$ cat config.mk
export PLATFORM = sky130hd
export DESIGN_NAME = cfgrb_top
export DESIGN_NICKNAME = d
export VERILOG_FILES = /design/src/hdl/cfgrb_act_bank.v /design/src/hdl/cfgrb_top.v
export VERILOG_INCLUDE_DIRS = /design/src /design/src/hdl
export SDC_FILE = /design/constraint.sdc
export NUM_CORES = 1
export LEC_CHECK = 0
export ABC_AREA = 0
export BUFFER_PORTS_ARGS = -buffer_cell sky130_fd_sc_hd__clkbuf_2
export CORE_ASPECT_RATIO = 0.6
export CORE_MARGIN = 2
export CORE_UTILIZATION = 35
export DETAILED_ROUTE_END_ITERATION = 6
export HOLD_SLACK_MARGIN = 0.1
export PLACE_DENSITY_LB_ADDON = 0.3
export SLEW_MARGIN = 0
export SYNTH_ARGS = -nofsm -noshare
export SYNTH_HDL_FRONTEND = slang
export SYNTH_SLANG_ARGS = --single-unit
export TNS_END_PERCENT = 5
$ cat constraint.sdc
create_clock -name sys_clk -period 3.85 [get_ports sys_clk]
set_clock_uncertainty 0.1 [all_clocks]
set_input_delay 0.1925 -clock sys_clk [delete_from_list [all_inputs] [get_ports sys_clk]]
set_output_delay 0.1925 -clock sys_clk [all_outputs]
set_load 0.01 [all_outputs]
$ cat src/hdl/cfgrb_regs.vh
// Index map, reset values and field layout of the configuration register bank
`ifndef CFGRB_REGS_VH
`define CFGRB_REGS_VH

// Global register indices
`define CFGRB_IX_CFGCTL  8'h02
`define CFGRB_IX_IDXADR  8'h03
`define CFGRB_IX_LDN     8'h07
`define CFGRB_IX_DEVID   8'h20
`define CFGRB_IX_DEVREV  8'h21
`define CFGRB_IX_PWRCTL  8'h22
`define CFGRB_IX_PWRMGT  8'h23
`define CFGRB_IX_LDBASE  8'h30

// Logical device indices
`define CFGRB_IX_ACT     8'h30
`define CFGRB_IX_SMIEN2  8'hb5
`define CFGRB_IX_SMIST1  8'hb6
`define CFGRB_IX_SMIST2  8'hb7
`define CFGRB_IX_PINMUX  8'hc0
`define CFGRB_IX_FDCHG   8'hc1
`define CFGRB_IX_FRATE   8'hc2
`define CFGRB_IX_S1FCR   8'hc3
`define CFGRB_IX_S2FCR   8'hc4
`define CFGRB_IX_PMECTL  8'hc5
`define CFGRB_IX_PMEST   8'hc6
`define CFGRB_IX_PMEWST  8'hc7
`define CFGRB_IX_PMEWEN  8'hc8
`define CFGRB_IX_WDTO    8'hf1
`define CFGRB_IX_WDVAL   8'hf2
`define CFGRB_IX_WDSET   8'hf3
`define CFGRB_IX_WDCTL   8'hf4

// Reset values
`define CFGRB_RST_ZERO   8'h00
`define CFGRB_RST_IDXADR 8'h03
`define CFGRB_RST_PINMUX 8'h02
`define CFGRB_RST_FDCHG  8'h01

// Field layout
`define CFGRB_SOFT_BIT   0
`define CFGRB_ACT_BIT    0
`define CFGRB_PWR_MASK   8'h39
`define CFGRB_PWR_FLOPPY 0
`define CFGRB_PWR_PAR    3
`define CFGRB_PWR_SER1   4
`define CFGRB_PWR_SER2   5
`define CFGRB_WDC_RW     8'h01
`define CFGRB_WDC_FORCE  1
`define CFGRB_WDC_RO_LO  2

// Logical device numbers
`define CFGRB_LDN_FLOPPY 8'h00
`define CFGRB_LDN_PAR    8'h03
`define CFGRB_LDN_SER1   8'h04
`define CFGRB_LDN_SER2   8'h05
`define CFGRB_LDN_KBD    8'h07
`define CFGRB_LDN_AUX    8'h08
`define CFGRB_NUM_LD     6
`define CFGRB_ACT_PAR    1

`endif

$ cat src/hdl/cfgrb_act_bank.v
// Activate bits of the six logical devices, one per bank
`default_nettype none
`include "cfgrb_regs.vh"

module cfgrb_act_bank (
   // Clock
   input  wire       sys_clk,
   // Clear from any reset, soft reset included
   input  wire       clr,
   // Write strobe for the activate index
   input  wire       wr,
   input  wire [7:0] ldn,
   input  wire       wbit,
   // Activate bits
   output wire [5:0] act
);

   // Device number of each bank, entry 0 lowest
   localparam [47:0] LDN_TAB = {`CFGRB_LDN_AUX, `CFGRB_LDN_KBD,
                                `CFGRB_LDN_SER2, `CFGRB_LDN_SER1,
                                `CFGRB_LDN_PAR, `CFGRB_LDN_FLOPPY};

   reg [5:0] act_q;

   genvar i;
   generate
      for (i = 0; i < `CFGRB_NUM_LD; i = i + 1)
      begin : g_bank
         // Only the bank selected by the full device number changes
         always @(posedge sys_clk)
         begin
            if (clr)
               act_q[i] <= 1'b0;
            else if (wr && (ldn == LDN_TAB[i*8 +: 8]))
               act_q[i] <= wbit;
         end
      end
   endgenerate

   assign act = act_q;

endmodule // cfgrb_act_bank
`default_nettype wire

$ cat src/hdl/cfgrb_top.v
// Configuration register bank: index/data port, global and aux device registers
//
// How it works
// Unimplemented registers and bits read zero
// Index decoded on all eight bits
// Index then data port, config mode only
// Soft reset bit self-clears after write
// Soft reset loads only listed registers
// Device number selects visible register bank
// Activate acts on selected device only
// Identification register is fixed, read-only
// Revision register is fixed, read-only
// Power control bits per function
// Power control cleared by every reset
// Power management bits, six and seven zero
// Power management survives soft reset
// Watchdog control bit 0 survives hard reset
// Watchdog control mixes read and write bits
// Parallel interrupt high until port activated
// SMI registers cleared only by power-on
// PME status clearable, standby power-on reset
// PME enables reset on standby power-on only
// Shadows read back write-only FIFO, rate values
// Six logical devices, each banked
// Config control reads back zero
`default_nettype none
`include "cfgrb_regs.vh"

module cfgrb_top #(
   parameter [7:0] DEVICE_IDENTIFICATION  = 8'h5a, // Arbitrary value
   parameter [7:0] DEVICE_REV = 8'h01  // Arbitrary value
) (
   // Clock and resets, all synchronous, active low
   input  wire       sys_clk,
   input  wire       rst_n,
   input  wire       vcc_por_n,
   input  wire       stby_por_n,
   // Host access
   input  wire       cfg_mode,
   input  wire       host_wr,
   input  wire       host_rd,
   input  wire       host_port,
   input  wire [7:0] host_wdata,
   output reg  [7:0] host_rdata,
   // Write-only values seen by the functions
   input  wire       floppy_rate_wr,
   input  wire [7:0] floppy_rate_data,
   input  wire       serial1_fcr_wr,
   input  wire [7:0] serial1_fcr_data,
   input  wire       serial2_fcr_wr,
   input  wire [7:0] serial2_fcr_data,
   // Event set pulses and watchdog state
   input  wire [7:0] smi_event_1,
   input  wire [7:0] smi_event_2,
   input  wire [7:0] pme_event,
   input  wire [7:0] wake_event,
   input  wire [1:0] wdt_state,
   // Printer acknowledge pin
   input  wire       printer_ack_in,
   // Controls to the functions
   output reg        soft_reset_out,
   output reg  [7:0] power_control_out,
   output reg  [7:0] power_mgmt_out,
   output wire [5:0] activate_out,
   output reg        wdt_force_out,
   output reg        parallel_irq_out
);

   // Reset terms
   wire stby_por = ~stby_por_n;
   wire por_any  = ~vcc_por_n | stby_por;
   wire hard_any = por_any | ~rst_n;

   reg  [7:0] index_q;
   reg  [7:0] index_address;
   reg  [7:0] logical_device_number;
   reg  [7:0] sysmgmt_irq_enable_2;
   reg  [7:0] sysmgmt_irq_status_1;
   reg  [7:0] sysmgmt_irq_status_2;
   reg  [7:0] pin_multiplex_controls;
   reg  [7:0] force_disk_change;
   reg  [7:0] floppy_rate_shadow;
   reg  [7:0] serial1_fifo_ctl_shadow;
   reg  [7:0] serial2_fifo_ctl_shadow;
   reg  [7:0] power_event_control;
   reg  [7:0] power_event_status;
   reg  [7:0] power_event_wake_status;
   reg  [7:0] power_event_wake_enable;
   reg  [7:0] watchdog_timeout_setting;
   reg  [7:0] watchdog_count_value;
   reg  [7:0] watchdog_setup;
   reg        wdt_flag;
   reg  [1:0] ack_sync;
   reg  [7:0] next_rdata;
   reg        bank_act;

   // Host strobes qualified by configuration mode
   wire idx_wr  = cfg_mode & host_wr & ~host_port;
   wire dat_wr  = cfg_mode & host_wr & host_port;
   wire dat_rd  = cfg_mode & host_rd & host_port;
   wire idx_rd  = cfg_mode & host_rd & ~host_port;
   wire aux_sel = (logical_device_number == `CFGRB_LDN_AUX);
   wire aux_wr  = dat_wr & aux_sel;

   // Write strobe per register, index compared on all eight bits
   wire wr_cfgctl = dat_wr & (index_q == `CFGRB_IX_CFGCTL);
   wire wr_idxadr = dat_wr & (index_q == `CFGRB_IX_IDXADR);
   wire wr_ldn    = dat_wr & (index_q == `CFGRB_IX_LDN);
   wire wr_pwrctl = dat_wr & (index_q == `CFGRB_IX_PWRCTL);
   wire wr_pwrmgt = dat_wr & (index_q == `CFGRB_IX_PWRMGT);
   wire wr_act    = dat_wr & (index_q == `CFGRB_IX_ACT);
   wire wr_smien2 = aux_wr & (index_q == `CFGRB_IX_SMIEN2);
   wire wr_smist1 = aux_wr & (index_q == `CFGRB_IX_SMIST1);
   wire wr_smist2 = aux_wr & (index_q == `CFGRB_IX_SMIST2);
   wire wr_pinmux = aux_wr & (index_q == `CFGRB_IX_PINMUX);
   wire wr_fdchg  = aux_wr & (index_q == `CFGRB_IX_FDCHG);
   wire wr_pmectl = aux_wr & (index_q == `CFGRB_IX_PMECTL);
   wire wr_pmest  = aux_wr & (index_q == `CFGRB_IX_PMEST);
   wire wr_pmewst = aux_wr & (index_q == `CFGRB_IX_PMEWST);
   wire wr_pmewen = aux_wr & (index_q == `CFGRB_IX_PMEWEN);
   wire wr_wdto   = aux_wr & (index_q == `CFGRB_IX_WDTO);
   wire wr_wdval  = aux_wr & (index_q == `CFGRB_IX_WDVAL);
   wire wr_wdset  = aux_wr & (index_q == `CFGRB_IX_WDSET);
   wire wr_wdctl  = aux_wr & (index_q == `CFGRB_IX_WDCTL);

   // Soft reset is the registered pulse, so it lands one cycle after the write
   wire act_clr = hard_any | soft_reset_out;

   // Activate bits live in the banked submodule
   cfgrb_act_bank u_act (
      .sys_clk (sys_clk),
      .clr     (act_clr),
      .wr      (wr_act),
      .ldn     (logical_device_number),
      .wbit    (host_wdata[`CFGRB_ACT_BIT]),
      .act     (activate_out)
   );

   // Index port and global selector registers
   always @(posedge sys_clk)
   begin
      if (hard_any)
      begin
         index_q               <= `CFGRB_RST_ZERO;
         index_address         <= `CFGRB_RST_IDXADR;
         logical_device_number <= `CFGRB_RST_ZERO;
      end
      else
      begin
         if (idx_wr)
            index_q <= host_wdata;
         if (wr_idxadr)
            index_address <= host_wdata;
         if (wr_ldn)
            logical_device_number <= host_wdata;
      end
   end

   // Soft reset pulse never holds: the bit is gone the cycle after
   always @(posedge sys_clk)
   begin
      if (hard_any)
         soft_reset_out <= 1'b0;
      else
         soft_reset_out <= wr_cfgctl & host_wdata[`CFGRB_SOFT_BIT];
   end

   // Power control clears on every reset, soft included
   always @(posedge sys_clk)
   begin
      if (hard_any | soft_reset_out)
         power_control_out <= `CFGRB_RST_ZERO;
      else if (wr_pwrctl)
         power_control_out <= host_wdata & `CFGRB_PWR_MASK;
   end

   // Power management ignores soft reset
   always @(posedge sys_clk)
   begin
      if (hard_any)
         power_mgmt_out <= `CFGRB_RST_ZERO;
      else if (wr_pwrmgt)
         power_mgmt_out <= host_wdata & `CFGRB_PWR_MASK;
   end

   // SMI registers: only the power-on resets reach them
   always @(posedge sys_clk)
   begin
      if (por_any)
      begin
         sysmgmt_irq_enable_2 <= `CFGRB_RST_ZERO;
         sysmgmt_irq_status_1 <= `CFGRB_RST_ZERO;
         sysmgmt_irq_status_2 <= `CFGRB_RST_ZERO;
      end
      else
      begin
         if (wr_smien2)
            sysmgmt_irq_enable_2 <= host_wdata;
         // A hardware event in the write cycle is kept
         if (wr_smist1)
            sysmgmt_irq_status_1 <= host_wdata | smi_event_1;
         else
            sysmgmt_irq_status_1 <= sysmgmt_irq_status_1 | smi_event_1;
         if (wr_smist2)
            sysmgmt_irq_status_2 <= host_wdata | smi_event_2;
         else
            sysmgmt_irq_status_2 <= sysmgmt_irq_status_2 | smi_event_2;
      end
   end

   // Pin multiplex and disk change: hard and power-on resets
   always @(posedge sys_clk)
   begin
      if (hard_any)
      begin
         pin_multiplex_controls <= `CFGRB_RST_PINMUX;
         force_disk_change      <= `CFGRB_RST_FDCHG;
      end
      else
      begin
         if (wr_pinmux)
            pin_multiplex_controls <= host_wdata;
         if (wr_fdchg)
            force_disk_change <= host_wdata;
      end
   end

   // Shadows follow the function writes; host writes never reach them
   always @(posedge sys_clk)
   begin
      if (stby_por)
      begin
         floppy_rate_shadow      <= `CFGRB_RST_ZERO;
         serial1_fifo_ctl_shadow <= `CFGRB_RST_ZERO;
         serial2_fifo_ctl_shadow <= `CFGRB_RST_ZERO;
      end
      else
      begin
         if (floppy_rate_wr)
            floppy_rate_shadow <= floppy_rate_data;
         if (serial1_fcr_wr)
            serial1_fifo_ctl_shadow <= serial1_fcr_data;
         if (serial2_fcr_wr)
            serial2_fifo_ctl_shadow <= serial2_fcr_data;
      end
   end

   // PME registers sit on standby power, so only its power-on clears them
   always @(posedge sys_clk)
   begin
      if (stby_por)
      begin
         power_event_control     <= `CFGRB_RST_ZERO;
         power_event_wake_enable <= `CFGRB_RST_ZERO;
         power_event_status      <= `CFGRB_RST_ZERO;
         power_event_wake_status <= `CFGRB_RST_ZERO;
      end
      else
      begin
         if (wr_pmectl)
            power_event_control <= host_wdata;
         if (wr_pmewen)
            power_event_wake_enable <= host_wdata;
         // Write one clears; a new event wins over the clear
         power_event_status <= (power_event_status
                               & ~(wr_pmest ? host_wdata : 8'h00))
                               | pme_event;
         power_event_wake_status <= (power_event_wake_status
                                    & ~(wr_pmewst ? host_wdata : 8'h00))
                                    | wake_event;
      end
   end

   // Watchdog setup registers
   always @(posedge sys_clk)
   begin
      if (hard_any)
      begin
         watchdog_timeout_setting <= `CFGRB_RST_ZERO;
         watchdog_count_value     <= `CFGRB_RST_ZERO;
         watchdog_setup           <= `CFGRB_RST_ZERO;
      end
      else
      begin
         if (wr_wdto)
            watchdog_timeout_setting <= host_wdata;
         if (wr_wdval)
            watchdog_count_value <= host_wdata;
         if (wr_wdset)
            watchdog_setup <= host_wdata;
      end
   end

   // Control bit 0 must outlive a hard reset, so only power-on clears it
   always @(posedge sys_clk)
   begin
      if (por_any)
         wdt_flag <= 1'b0;
      else if (wr_wdctl)
         wdt_flag <= host_wdata[0];
   end

   // Force bit is write-only: a one-cycle pulse that reads back zero
   always @(posedge sys_clk)
   begin
      if (hard_any)
         wdt_force_out <= 1'b0;
      else
         wdt_force_out <= wr_wdctl & host_wdata[`CFGRB_WDC_FORCE];
   end

   // Acknowledge pin is asynchronous: two flops before use
   always @(posedge sys_clk)
   begin
      if (por_any)
         ack_sync <= 2'b11;
      else
         ack_sync <= {ack_sync[0], printer_ack_in};
   end

   // Parallel interrupt is parked high while the port is inactive
   always @(posedge sys_clk)
   begin
      if (hard_any)
         parallel_irq_out <= 1'b1;
      else if (!activate_out[`CFGRB_ACT_PAR])
         parallel_irq_out <= 1'b1;
      else
         parallel_irq_out <= ack_sync[1];
   end

   // Read decode; anything not matched returns zero
   always @*
   begin
      next_rdata = 8'h00;
      if (idx_rd)
         next_rdata = index_q;
      else if (!dat_rd)
         next_rdata = 8'h00;
      else if (index_q == `CFGRB_IX_CFGCTL)
         next_rdata = 8'h00;
      else if (index_q == `CFGRB_IX_IDXADR)
         next_rdata = index_address;
      else if (index_q == `CFGRB_IX_LDN)
         next_rdata = logical_device_number;
      else if (index_q == `CFGRB_IX_DEVID)
         next_rdata = DEVICE_IDENTIFICATION;
      else if (index_q == `CFGRB_IX_DEVREV)
         next_rdata = DEVICE_REV;
      else if (index_q == `CFGRB_IX_PWRCTL)
         next_rdata = power_control_out;
      else if (index_q == `CFGRB_IX_PWRMGT)
         next_rdata = power_mgmt_out;
      else if (index_q < `CFGRB_IX_LDBASE)
         next_rdata = 8'h00;
      else if (index_q == `CFGRB_IX_ACT)
         next_rdata = {7'h00, bank_act};
      else if (!aux_sel)
         next_rdata = 8'h00;
      else if (index_q == `CFGRB_IX_SMIEN2)
         next_rdata = sysmgmt_irq_enable_2;
      else if (index_q == `CFGRB_IX_SMIST1)
         next_rdata = sysmgmt_irq_status_1;
      else if (index_q == `CFGRB_IX_SMIST2)
         next_rdata = sysmgmt_irq_status_2;
      else if (index_q == `CFGRB_IX_PINMUX)
         next_rdata = pin_multiplex_controls;
      else if (index_q == `CFGRB_IX_FDCHG)
         next_rdata = force_disk_change;
      else if (index_q == `CFGRB_IX_FRATE)
         next_rdata = floppy_rate_shadow;
      else if (index_q == `CFGRB_IX_S1FCR)
         next_rdata = serial1_fifo_ctl_shadow;
      else if (index_q == `CFGRB_IX_S2FCR)
         next_rdata = serial2_fifo_ctl_shadow;
      else if (index_q == `CFGRB_IX_PMECTL)
         next_rdata = power_event_control;
      else if (index_q == `CFGRB_IX_PMEST)
         next_rdata = power_event_status;
      else if (index_q == `CFGRB_IX_PMEWST)
         next_rdata = power_event_wake_status;
      else if (index_q == `CFGRB_IX_PMEWEN)
         next_rdata = power_event_wake_enable;
      else if (index_q == `CFGRB_IX_WDTO)
         next_rdata = watchdog_timeout_setting;
      else if (index_q == `CFGRB_IX_WDVAL)
         next_rdata = watchdog_count_value;
      else if (index_q == `CFGRB_IX_WDSET)
         next_rdata = watchdog_setup;
      else if (index_q == `CFGRB_IX_WDCTL)
         next_rdata = {4'h0, wdt_state, 1'b0, wdt_flag};
   end

   // Activate bit of the selected bank; unknown device numbers read zero
   always @*
   begin
      bank_act = 1'b0;
      if (logical_device_number == `CFGRB_LDN_FLOPPY)
         bank_act = activate_out[0];
      else if (logical_device_number == `CFGRB_LDN_PAR)
         bank_act = activate_out[1];
      else if (logical_device_number == `CFGRB_LDN_SER1)
         bank_act = activate_out[2];
      else if (logical_device_number == `CFGRB_LDN_SER2)
         bank_act = activate_out[3];
      else if (logical_device_number == `CFGRB_LDN_KBD)
         bank_act = activate_out[4];
      else if (logical_device_number == `CFGRB_LDN_AUX)
         bank_act = activate_out[5];
   end

   // Read data is registered and held until the next read
   always @(posedge sys_clk)
   begin
      if (hard_any)
         host_rdata <= 8'h00;
      else if (idx_rd | dat_rd)
         host_rdata <= next_rdata;
   end

endmodule // cfgrb_top
`default_nettype wire
# After elaboration in Yosys (flattened, before gate mapping)
# Cells that the tools add are included.
# W data, S select, Z words.
dict set report word_totals {
  wordCells 155
  regBits 172
  output_inout_bits 33
  input_bits 78
}
dict set report op_classes {
  muxes 38
  magnitude_cmp 1
  reduce_logical 8
  eq_ne 29
  bitwise 47
}
# op n
set op_table {}
lappend op_table {{$mux W8} 31}
lappend op_table {{$eq A8 B8 Y1 const B} 16}
lappend op_table {{$or A8 B8 Y8} 6}
lappend op_table {{$eq A8 B6 Y1 const B} 5}
lappend op_table {{$eq A8 B3 Y1 const B} 4}
lappend op_table {{$and A1 B1 Y1} 28}
lappend op_table {{$eq A8 B2 Y1 const B} 3}
lappend op_table {{$and A8 B8 Y8} 2}
lappend op_table {{$not A8 Y8} 2}
lappend op_table {{$eq A8 B4 Y1 const B} 1}
lappend op_table {{$logic_not A8 Y1} 1}
lappend op_table {{$lt A8 B6 Y1 const B} 1}
lappend op_table {{$logic_and A1 B1 Y1} 6}
lappend op_table {{$mux W1} 6}
lappend op_table {{$not A1 Y1} 5}
lappend op_table {{$mux W4} 1}
lappend op_table {{$or A1 B1 Y1} 4}
lappend op_table {{$reduce_or A2 Y1} 1}

# Depth between registers and ports, before layout
# Gate-level depths: netlist of the first run.
dict set report logic_depth {
  ltp_word 29
  depth_mapped 11
  ltp_nobuf 6
}

# Hierarchy
# From an unflattened synthesis of the first run, not the netlist that was laid out.
dict set report unflattened {
  hier_cells 1027
  area_unflattened_um2 8682.1
}
# mod seq_area_each_um2 cells_each n_inst area_per_inst_um2
set modules_own_cells {}
lappend modules_own_cells {cfgrb_top 3323.2 996 1 8370.5}
lappend modules_own_cells {cfgrb_act_bank 120.1 31 1 311.5}

# Worst setup path before layout of the first run
# No wires, ideal clock.
dict set report synth_timing {
  path_type {reg-to-reg}
  from {register index_q[0]}
  to {register host_rdata[0]}
  path_stages_with_launch 10
  path_slack_ps 1731
  required_ps 3603
  setup_time_ps 147
  n_path_buf 5
  arrival_time_ps 1872
  period_less_slack_ps 2119
  path_cell_list {dfxtp_1 > buf_6 > buf_6 > buf_4 > buf_2 > buf_2 > a2111oi_0 > o311ai_1 > a31oi_1 > a211oi_1}
}
dict set report synth_via {
  elab_chain_len 29
  word_cells_on_any_way 53
  classes_between {1 x order compare; 24 x eq/ne; 28 x mux}
}
# item line_no
set synth_lines {}
lappend synth_lines {{from (decl)} cfgrb_top.v:74} ;# reg [7:0] index_q;
lappend synth_lines {{from (signal assigned)} cfgrb_top.v:144} ;# index_q <= `CFGRB_RST_ZERO;
lappend synth_lines {{from (signal assigned)} cfgrb_top.v:151} ;# index_q <= host_wdata;
lappend synth_lines {{$eq A8 B8 Y1 (no source line)} n/a}
lappend synth_lines {{$mux W4} cfgrb_top.v:390} ;# else if (index_q == `CFGRB_IX_WDCTL)
lappend synth_lines {{$mux W8} cfgrb_top.v:388} ;# else if (index_q == `CFGRB_IX_WDSET)
lappend synth_lines {{$mux W8} cfgrb_top.v:386} ;# else if (index_q == `CFGRB_IX_WDVAL)
lappend synth_lines {{$mux W8} cfgrb_top.v:384} ;# else if (index_q == `CFGRB_IX_WDTO)
lappend synth_lines {{$mux W8} cfgrb_top.v:382} ;# else if (index_q == `CFGRB_IX_PMEWEN)
lappend synth_lines {{$mux W8} cfgrb_top.v:380} ;# else if (index_q == `CFGRB_IX_PMEWST)
lappend synth_lines {{$mux W8} cfgrb_top.v:378} ;# else if (index_q == `CFGRB_IX_PMEST)
lappend synth_lines {{[13 not listed]} n/a}
lappend synth_lines {{$mux W8} cfgrb_top.v:350} ;# else if (index_q == `CFGRB_IX_PWRCTL)
lappend synth_lines {{$mux W8} cfgrb_top.v:348} ;# else if (index_q == `CFGRB_IX_DEVREV)
lappend synth_lines {{$mux W8} cfgrb_top.v:346} ;# else if (index_q == `CFGRB_IX_DEVID)
lappend synth_lines {{$mux W8} cfgrb_top.v:344} ;# else if (index_q == `CFGRB_IX_LDN)
lappend synth_lines {{$mux W8} cfgrb_top.v:342} ;# else if (index_q == `CFGRB_IX_IDXADR)
lappend synth_lines {{$mux W8} cfgrb_top.v:340} ;# else if (index_q == `CFGRB_IX_CFGCTL)
lappend synth_lines {{$mux W8} cfgrb_top.v:338} ;# else if (!dat_rd)
lappend synth_lines {{$mux W8 *} cfgrb_top.v:336} ;# if (idx_rd)
lappend synth_lines {{to (signal assigned)} cfgrb_top.v:418} ;# host_rdata <= next_rdata;
lappend synth_lines {{to (decl)} cfgrb_top.v:44} ;# output reg [7:0] host_rdata,
# Every way passes the cells marked *; elsewhere a longest branch is shown, timed or not.
# A chain may end at the register's enable or synchronous reset.

# Worst setup path in the final report of the first run
dict set report layout_timing {
  from {register index_q[3]}
  to {register host_rdata[0]}
}
dict set report layout_via {
  elab_chain_len 29
  word_cells_on_any_way 53
  classes_between {1 x order compare; 24 x eq/ne; 28 x mux}
}
# item line_no
set layout_lines {}
lappend layout_lines {{$eq A8 B8 Y1 (no source line)} n/a}
lappend layout_lines {{$mux W4} cfgrb_top.v:390}
lappend layout_lines {{$mux W8} cfgrb_top.v:388}
lappend layout_lines {{$mux W8} cfgrb_top.v:386}
lappend layout_lines {{$mux W8} cfgrb_top.v:384}
lappend layout_lines {{$mux W8} cfgrb_top.v:382}
lappend layout_lines {{$mux W8} cfgrb_top.v:380}
lappend layout_lines {{$mux W8} cfgrb_top.v:378}
lappend layout_lines {{[13 not listed]} n/a}
lappend layout_lines {{$mux W8} cfgrb_top.v:350}
lappend layout_lines {{$mux W8} cfgrb_top.v:348}
lappend layout_lines {{$mux W8} cfgrb_top.v:346}
lappend layout_lines {{$mux W8} cfgrb_top.v:344}
lappend layout_lines {{$mux W8} cfgrb_top.v:342}
lappend layout_lines {{$mux W8 *} cfgrb_top.v:340}
lappend layout_lines {{$mux W8 *} cfgrb_top.v:338}
lappend layout_lines {{$mux W8 *} cfgrb_top.v:336}
# Marked as above.

==> flow_summary.toml, run 1 <==
[outcome]
outcome = "completed"

[detailed_routing]
routed_wl_um = 33410
detailroute.via_count = 8316
routedWlPerCell_um = 22.57
post-route-drc-count = 0
viasPerCell = 5.619
postRouteAntennaNets = 0
drt_iter0_drc = 897
detail_route.first_pass.iterations = 6

[setup_path]
crit_arrival_ps = 3460
critical_path.startpoint_type = "flip-flop"
max_stage_delay_ps = 1010
path_max_fanout = 27
timing.critical_path.slowest_stage_cell = "sky130_fd_sc_hd__dfxtp_1"
setup.worst_path.end_class = "flip-flop"
crit_required_ps = 4020
critical_path_class = "reg2reg"
critical_path.cell_chain = "nor2_2 -> o2111a_1 -> a2111oi_0 -> o311ai_1 -> a31oi_1 -> a211oi_1"

[final_layout]
area_growth_syn_to_layout_pct = 20.85
fraction_of_final_layout_cells_with_drive_strength_greater_than_1 = 0.1781
diodes = 0
multiInputGateArea_um2 = 4925
sequential_cell_area_um2 = 3446
n_fill_cell = 2490
final_stage_net_count = 1216
post-route-util = 0.4270

[synthesis]
synth_cells = 1018
synth-edff-count = 0
synth_top_area_cell = "sky130_fd_sc_hd__dfxtp_1"
synth.ff_latch_count = 172
synthArstFlopShare = 0
yosysWarnings = 0
netlist-cell-type-count = 89
yosys_most_used_dff = "sky130_fd_sc_hd__dfxtp_1"
synth_cell_area_um2 = 8852
synth.yosys.seq_area_share = 0.3890
synth_top_cells_by_area = "sky130_fd_sc_hd__dfxtp_1 (39%), sky130_fd_sc_hd__mux2i_1 (11%), sky130_fd_sc_hd__nand2_1 (5.0%)"
synth_commonest_cells = "sky130_fd_sc_hd__dfxtp_1 (172), sky130_fd_sc_hd__nand2_1 (118), sky130_fd_sc_hd__nor2_1 (103), sky130_fd_sc_hd__mux2i_1 (100), sky130_fd_sc_hd__a21oi_1 (67)"
synthDominantCellAreaShare = 0.3890
avgSynthCellArea_um2 = 8.696
yosysMostFrequentCell = "sky130_fd_sc_hd__dfxtp_1"

[sta]
finalCriticalPeriod_ps = 3287
setup_violations = 0
max_freq_mhz = 304.3
timing.hold.ws_ps = 121.2
final_hold_viol_count = 0
rsz_0062_raised_after_global_routing = "no"
final-max-slew-violation-count = 0
final_min_period_over_clock_period = 0.8536
timing.slew.headroom = 0.1794
totalNegativeSetupSlack_ps = 0
max_slew.worst_pin.slew_ps = 1200

[power_and_ir_drop]
clockPowerShare = 0.463
power-per-cell-area_nw_per_um2 = 370.3
power_report.internal_total_w = 0.003031
switching_component_of_the_power_w = 0.0009304
ir_drop_worst_case_vdd_mv = 0.2857
power_switching_share = 0.2349
total_power_w = 0.003961
p_leak_nw = 3.896
seq_power_share = 0.468
comb_power_share = 0.069

[clock_network]
post_cts_resize_count = 0
cts_inserted_buffers = 17
cts_sinks = 172
cts_tree = "built"
clkSlewWorstSetupHoldPaths_ps = 70
cts_max_path_buffers = 2
worstSkewPairLatency_ps = 440
ctsHtreeMaxLevel = 4
clk_root_buffer_cell = "sky130_fd_sc_hd__clkbuf_16"

[die]
i_o_pin_count = 111
core.rowCount = 45
placeableCoreArea_um2 = 25060
die_area_um2 = 26620
initial_core_util = 0.3533
chipWidth_um = 209.3
chipHeight_um = 127.2

[run]
maxCapViolations = 0

[grt]
first_global_vias = 7805
grt.total_usage = 0.2535
grt-ovfl-total = 0
grt_max_degree = 58
grt_antenna_before_repair = 1
grt_first_pass_wirelength_um = 50280

[place]
place_congestion = 1.011
dp_hpwl_um = 23710
io_buffer_count = 102

[worst_hold_path]
hold_path.class = "in2reg"
## cell families after synthesis
| logic type | share of synthesized area |
|---|---|
| flops | 0.3890 |
| other cells | 0.0004236 |
| simple gates | 0.2493 |
| mux | 0.1271 |
| compound gates | 0.1753 |
| buf+inv | 0.05894 |
## layer usage
layer / global-route usage / part of all wire / vias to the layer above
li1: - / - / 3867
met2: 0.3382 / 0.39 / 400
met4: 0.05546 / 0.014 / 0
met3: 0.08579 / 0.11 / 32
met1: 0.3851 / 0.49 / 4017
met5: 0 / 0 / -
## layout by cell type, fill, tap and decap left out, types with 25 or more instances in the layout
cell                            count
sky130_fd_sc_hd__nor2b_1           64
sky130_fd_sc_hd__nand3_1           25
sky130_fd_sc_hd__clkbuf_2         102
sky130_fd_sc_hd__mux2i_1          100
sky130_fd_sc_hd__nor2_1           103
sky130_fd_sc_hd__o21ai_0           43
sky130_fd_sc_hd__nand2_1          118
sky130_fd_sc_hd__a21oi_1           67
sky130_fd_sc_hd__dfxtp_1          170
sky130_fd_sc_hd__dlygate4sd3_1     57
## final timing paths
check	from	endpoint	slack, ps	cells after the start
max reg2reg	index_q[3]$_SDFFE_PP0P_	host_rdata[0]$_SDFFE_PP0P_	560	6
min	host_port	host_rdata[2]$_SDFFE_PP0P_	120	4
min reg2reg	ack_sync[0]$_SDFF_PP1_	ack_sync[1]$_SDFF_PP1_	310	1
max	index_q[3]$_SDFFE_PP0P_	host_rdata[0]$_SDFFE_PP0P_	560	6
## metrics by stage
step / setup WS [ps] / cell area [um^2] / cells
after CTS: 824.1 / 10700 / 1480
after global routing: 432.0 / 10700 / 1480
after detailed placement: 804.5 / 9504 / 1391
after global placement: 690.2 / 9504 / 1391
after floorplan: 1731 / 8879 / 1025
final: 563.5 / 10700 / 1480
## power groups by stage
stage / clock [W] / combinational [W] / sequential [W]
2_1_floorplan: 0 / 0.000137 / 0.00187
3_3_place_gp: 0 / 0.000221 / 0.00189
3_5_place_dp: 0 / 0.000222 / 0.00189
4_1_cts: 0.00186 / 0.000268 / 0.00185
5_1_grt: 0.00192 / 0.000295 / 0.00186
6_report: 0.00183 / 0.000272 / 0.00186
## cell type report
cell class / instances / share of cell area
Clock buffer: 23 / 0.04561
Clock inverter: 9 / 0.01263
Inverter: 15 / 0.005263
Multi-Input combinational cell: 754 / 0.4603
Sequential cell: 172 / 0.3221
Tap cell: 329 / 0.03848
Timing Repair Buffer: 178 / 0.1156
## worst max-delay path: cells and delay by family, from the launching register on
| family | cells | cell delay [ps] |
|---|---|---|
| and+or+nand+nor | 1 | 360 |
| DFF | 1 | 1010 |
| AOI/OAI and AO/OA | 5 | 1650 |
## repair_timing
item	4_1_cts	5_1_grt
hold buffers	57	0
hold endpoints to repair	57	0
setup buffers	0	0
Note: power is estimated with default switching activity, not from simulation.
==> run 2, diff against run 1 <==
- CTS_BUF_LIST: not set -> sky130_fd_sc_hd__clkbuf_4 sky130_fd_sc_hd__clkbuf_8
==> flow_summary.toml, run 2 (synthesis results as in run 1) <==
[outcome]
outcome = "completed"

[clock_network]
cts_tree = "built"
post_cts_resize_count = 0
clkSlewWorstSetupHoldPaths_ps = 100
cts_inserted_buffers = 17
clk_root_buffer_cell = "sky130_fd_sc_hd__clkbuf_8"
cts_setup_buffers = 0
cts_sinks = 172
worstSkewPairLatency_ps = 480
ctsHtreeMaxLevel = 4
cts_max_path_buffers = 2

[final_layout]
diodes = 0
n_fill_cell = 2496
layout_commonest_cell = "sky130_fd_sc_hd__dfxtp_1"
final_stage_net_count = 1225
most-common-layout-cells = "sky130_fd_sc_hd__dfxtp_1 (170), sky130_fd_sc_hd__nand2_1 (118), sky130_fd_sc_hd__nor2_1 (103)"
multiInputGateArea_um2 = 4925
area_growth_syn_to_layout_pct = 19.79
fraction_of_final_layout_cells_with_drive_strength_greater_than_1 = 0.1784
sequential_cell_area_um2 = 3446

[sta]
rsz_0062_raised_after_global_routing = "no"
final_min_period_over_clock_period = 0.8556
max_slew.worst_pin.slew_ps = 1182
final-max-slew-violation-count = 0
timing.slew.headroom = 0.1916
timing.hold.ws_ps = 133.5
totalNegativeSetupSlack_ps = 0
setup_violations = 0
max_freq_mhz = 303.6
final_hold_viol_count = 0
finalCriticalPeriod_ps = 3294

[detailed_routing]
viasPerCell = 5.615
detailroute.via_count = 8360
postRouteAntennaNets = 0
routed_wl_um = 33490
drt_iter0_drc = 895
post-route-drc-count = 0
routedWlPerCell_um = 22.49
detail_route.first_pass.iterations = 5

[die]
chipHeight_um = 127.2
i_o_pin_count = 111
placeableCoreArea_um2 = 25060
core.rowCount = 45
initial_core_util = 0.3533
die_area_um2 = 26620
chipWidth_um = 209.3

[grt]
grt_max_degree = 58
grt-ovfl-total = 0
grt_first_pass_wirelength_um = 50370
grt_antenna_before_repair = 1
grt.total_usage = 0.2542
first_global_vias = 7825

[setup_path]
critical_path_class = "reg2reg"
critical_path.startpoint_type = "flip-flop"
crit_buf_inv = 0
path_max_fanout = 27
critical_path.cell_chain = "nor2_2 -> o2111a_1 -> a2111oi_0 -> o311ai_1 -> a31oi_1 -> a211oi_1"
cpLargestDelayFamily = "compound AO/OA/AOI/OAI gates"
crit_arrival_ps = 3510
setup.worst_path.end_class = "flip-flop"
crit_required_ps = 4070
timing.critical_path.slowest_stage_cell = "sky130_fd_sc_hd__dfxtp_1"
max_stage_delay_ps = 1050

[place]
dp_hpwl_um = 23710
place_congestion = 1.011
io_buffer_count = 102

[power_and_ir_drop]
power_report.internal_total_w = 0.002673
clockPowerShare = 0.399
p_leak_nw = 3.846
ir_drop_worst_case_vdd_mv = 0.2569
power_switching_share = 0.2488
power-per-cell-area_nw_per_um2 = 335.6
switching_component_of_the_power_w = 0.0008856
seq_power_share = 0.521
comb_power_share = 0.080

[worst_hold_path]
hold_path.class = "in2reg"

[run]
maxCapViolations = 0
[run 2: cell count changes in the layout (fill, tap and decap cells not counted)]
cell	delta
sky130_fd_sc_hd__clkbuf_8	+17
sky130_fd_sc_hd__clkbuf_4	+2
sky130_fd_sc_hd__clkbuf_16	-17
sky130_fd_sc_hd__dlygate4sd3_1	+9
sky130_fd_sc_hd__clkbuf_1	-2
[run 2: power groups by stage]
stage / registers (W) / logic (W) / clock network (W)
2_1_floorplan: 0.00187 / 0.000137 / 0
3_5_place_dp: 0.00189 / 0.000222 / 0
6_report: 0.00185 / 0.000284 / 0.00142
5_1_grt: 0.00186 / 0.000307 / 0.00151
3_3_place_gp: 0.00189 / 0.000221 / 0
4_1_cts: 0.00185 / 0.000278 / 0.00144
[run 2: worst paths after layout]
check	from	to	slack, ps	depth (start not counted)
max	index_q[3]$_SDFFE_PP0P_	host_rdata[0]$_SDFFE_PP0P_	560	6
min	serial1_fcr_wr	serial1_fifo_ctl_shadow[3]$_SDFFE_PN0P_	130	3
max reg2reg	index_q[3]$_SDFFE_PP0P_	host_rdata[0]$_SDFFE_PP0P_	560	6
min reg2reg	ack_sync[0]$_SDFF_PP1_	ack_sync[1]$_SDFF_PP1_	320	1
[run 2: layout make-up]
| class | count | share of cell area |
|---|---|---|
| Tap cell | 329 | 0.03882 |
| Multi-Input combinational cell | 754 | 0.4644 |
| Timing Repair Buffer | 187 | 0.1251 |
| Clock buffer | 23 | 0.02867 |
| Clock inverter | 9 | 0.01274 |
| Inverter | 15 | 0.005310 |
| Sequential cell | 172 | 0.3250 |
[run 2: worst reg2reg max path: cells and delay by family, from the launching register on]
family	cells	cell delay [ps]
compound gates	5	1630
simple gates	1	350
flops	1	1050
[run 2: stage by stage]
stage	utilization	cell area (um^2)	std cells	setup WS, ps	total power, W
floorplan	-	8879	1025	1731	0.002007
global placement	0.3793	9504	1391	690.2	0.002114
detailed placement	0.3793	9504	1391	804.5	0.002116
CTS	0.4232	10600	1489	820.9	0.003570
global route	0.4232	10600	1489	430.8	0.003670
finish	0.4232	10600	1489	556.0	0.003559
[run 2: per-layer routing]
metal | global-route usage | share of wire
met3 | 0.08505 | 0.11
met1 | 0.3881 | 0.49
met4 | 0.05546 | 0.012
met2 | 0.3373 | 0.39
met5 | 0 | 0
[run 2: repair_timing]
action / in CTS / in global routing
hold endpoints to repair: 59 / 0
setup endpoints to repair: 0 / 0
hold buffers: 66 / 0
==> run 3, diff against run 2 <==
- clock period: 3.85 -> 2.7 ns (I/O delays scaled with it)
==> flow_summary.toml, run 3 (synthesis results as in run 1) <==
[clock_network]
cts_sinks = 172
worstSkewPairLatency_ps = 490
clk_root_buffer_cell = "sky130_fd_sc_hd__clkbuf_8"
cts_max_path_buffers = 2
cts_inserted_buffers = 17
ctsHtreeMaxLevel = 4
cts_setup_buffers = 0
clkSlewWorstSetupHoldPaths_ps = 100
cts_tree = "built"

[power_and_ir_drop]
power-per-cell-area_nw_per_um2 = 443.7
p_leak_nw = 4.184
ir_drop_worst_case_vdd_mv = 0.4170

[final_layout]
n_fill_cell = 2456
fraction_of_final_layout_cells_with_drive_strength_greater_than_1 = 0.2139
most-common-layout-cells = "sky130_fd_sc_hd__dfxtp_1 (167), sky130_fd_sc_hd__nand2_1 (118), sky130_fd_sc_hd__nor2_1 (103)"
area_growth_syn_to_layout_pct = 26.81
layout_commonest_cell = "sky130_fd_sc_hd__dfxtp_1"
diodes = 0
final_stage_net_count = 1299
sequential_cell_area_um2 = 3452
multiInputGateArea_um2 = 4928
layout.cells.non_filler = 1563

[setup_path]
critical_path.cell_chain = "buf_4 -> and4b_1 -> buf_4 -> nand2_1 -> nor2_1 -> or4_1 -> a211oi_1 -> or3_1"
setup.worst_path.end_class = "flip-flop"
cpLargestDelayFamily = "simple AND/OR/NAND/NOR gates"
crit_buf_inv = 2
r2r_cells = 8
timing.critical_path.mode_cell = "sky130_fd_sc_hd__buf_4"
max_stage_delay_ps = 590
r2r-end = "host_rdata[6]$_SDFFE_PP0P_"
path_max_fanout = 19
r2r_start = "index_q[0]$_SDFFE_PP0P_"
setup.worst_path.start = "index_q[0]$_SDFFE_PP0P_"
regToRegSetupSlack_ps = 170
critical_path.startpoint_type = "flip-flop"
critical_path_class = "reg2reg"
crit_arrival_ps = 2800
crit_required_ps = 2970
timing.critical_path.slowest_stage_cell = "sky130_fd_sc_hd__dfxtp_2"

[sta]
max_slew.worst_pin.slew_ps = 817.1
max_freq_mhz = 395.2
finalCriticalPeriod_ps = 2531
setup_violations = 0
totalNegativeSetupSlack_ps = 0
final_hold_viol_count = 0
final_min_period_over_clock_period = 0.9373
final-max-slew-violation-count = 0
timing.slew.headroom = 0.4553
timing.hold.ws_ps = 170.3
rsz_0062_raised_after_global_routing = "no"

[worst_hold_path]
worst_hold_path.num_cells = 3
hold_path.class = "in2reg"
launch_instance_of_the_worst_min_delay_path = "host_wdata[1]"
whs_endpoint = "power_event_control[1]$_SDFFE_PN0P_"

[detailed_routing]
detail_route.first_pass.iterations = 5
detailroute.via_count = 8678
drt_iter0_drc = 909
post-route-drc-count = 0
postRouteAntennaNets = 0
routed_wl_um = 35050
routedWlPerCell_um = 22.42
viasPerCell = 5.552

[grt]
grt_max_degree = 67
grt-ovfl-total = 0
grt_antenna_before_repair = 0
grt_first_pass_wirelength_um = 51950
first_global_vias = 8145
grt.total_usage = 0.2636

[place]
place_congestion = 0.9998
post-place-cells = 1444
io_buffer_count = 102
dp_hpwl_um = 25000

[die]
core.rowCount = 45
die_area_um2 = 26620
chipWidth_um = 209.3
chipHeight_um = 127.2
i_o_pin_count = 111
placeableCoreArea_um2 = 25060
initial_core_util = 0.3533

[run]
maxCapViolations = 0

[outcome]
outcome = "completed"
[run 3: cell types whose count changed in the layout (fill, tap and decap cells not counted), moves of 3 or more]
cell / previous run / this run
sky130_fd_sc_hd__inv_6: 0 / 3
sky130_fd_sc_hd__dfxtp_1: 170 / 167
sky130_fd_sc_hd__dlygate4sd3_1: 66 / 87
sky130_fd_sc_hd__buf_12: 1 / 4
sky130_fd_sc_hd__buf_4: 18 / 68
[run 3: layer usage]
metal,routed length [um],track usage
met1,17300,0.4039
met2,13670,0.3525
met3,3642,0.08309
met4,442,0.05588
met5,0,0
[run 3: power by group]
part           switching, W  internal (W)  total, W
Sequential        0.0000554       0.00259   0.00264
Combinational      0.000230      0.000221  0.000451
Clock               0.00102      0.000865   0.00189
Total               0.00131       0.00367   0.00498
[run 3: final cells by class]
class                   instances  share of cell area
well taps                     329             0.03667
multi-input cells             754              0.4390
repair buffers                261              0.1757
inverters                      15            0.005016
clock inverters                10            0.009139
clock buffers                  22             0.02697
flip-flops and latches        172              0.3075
[run 3: repair_timing]
action,CTS,global route
hold buffers,87,0
hold endpoints to repair,76,0
setup endpoints to repair,0,1
resized for setup,0,5
[run 3: how the worst max path moves through the flow]
stage | depth (start not counted) | endpoint
2_1_floorplan | 9 | host_rdata[0]$_SDFFE_PP0P_
3_3_place_gp | 6 | host_rdata[2]$_SDFFE_PP0P_
3_5_place_dp | 6 | host_rdata[2]$_SDFFE_PP0P_
4_1_cts | 7 | host_rdata[2]$_SDFFE_PP0P_
5_1_grt | 6 | host_rdata[2]$_SDFFE_PP0P_
6_report | 8 | host_rdata[6]$_SDFFE_PP0P_
[run 3: worst reg2reg max path, delay by kind of cell, from the launching register on]
| kind | cells | cell delay, ps |
|---|---|---|
| simple gates | 5 | 1120 |
| flops | 1 | 590 |
| compound gates | 1 | 50 |
| buf+inv | 2 | 560 |
[run 3: metrics by stage]
stage / utilization / setup slack, ps / area, um^2 / total power (W)
after floorplan: - / 580.7 / 8879 / 0.002862
after global placement: 0.3967 / 135.1 / 9940 / 0.003021
after detailed placement: 0.3967 / 113.8 / 9940 / 0.003023
after CTS: 0.4476 / 99.03 / 11220 / 0.004983
after global routing: 0.4480 / 32.73 / 11230 / 0.005138
final: 0.4480 / 169.4 / 11230 / 0.004981
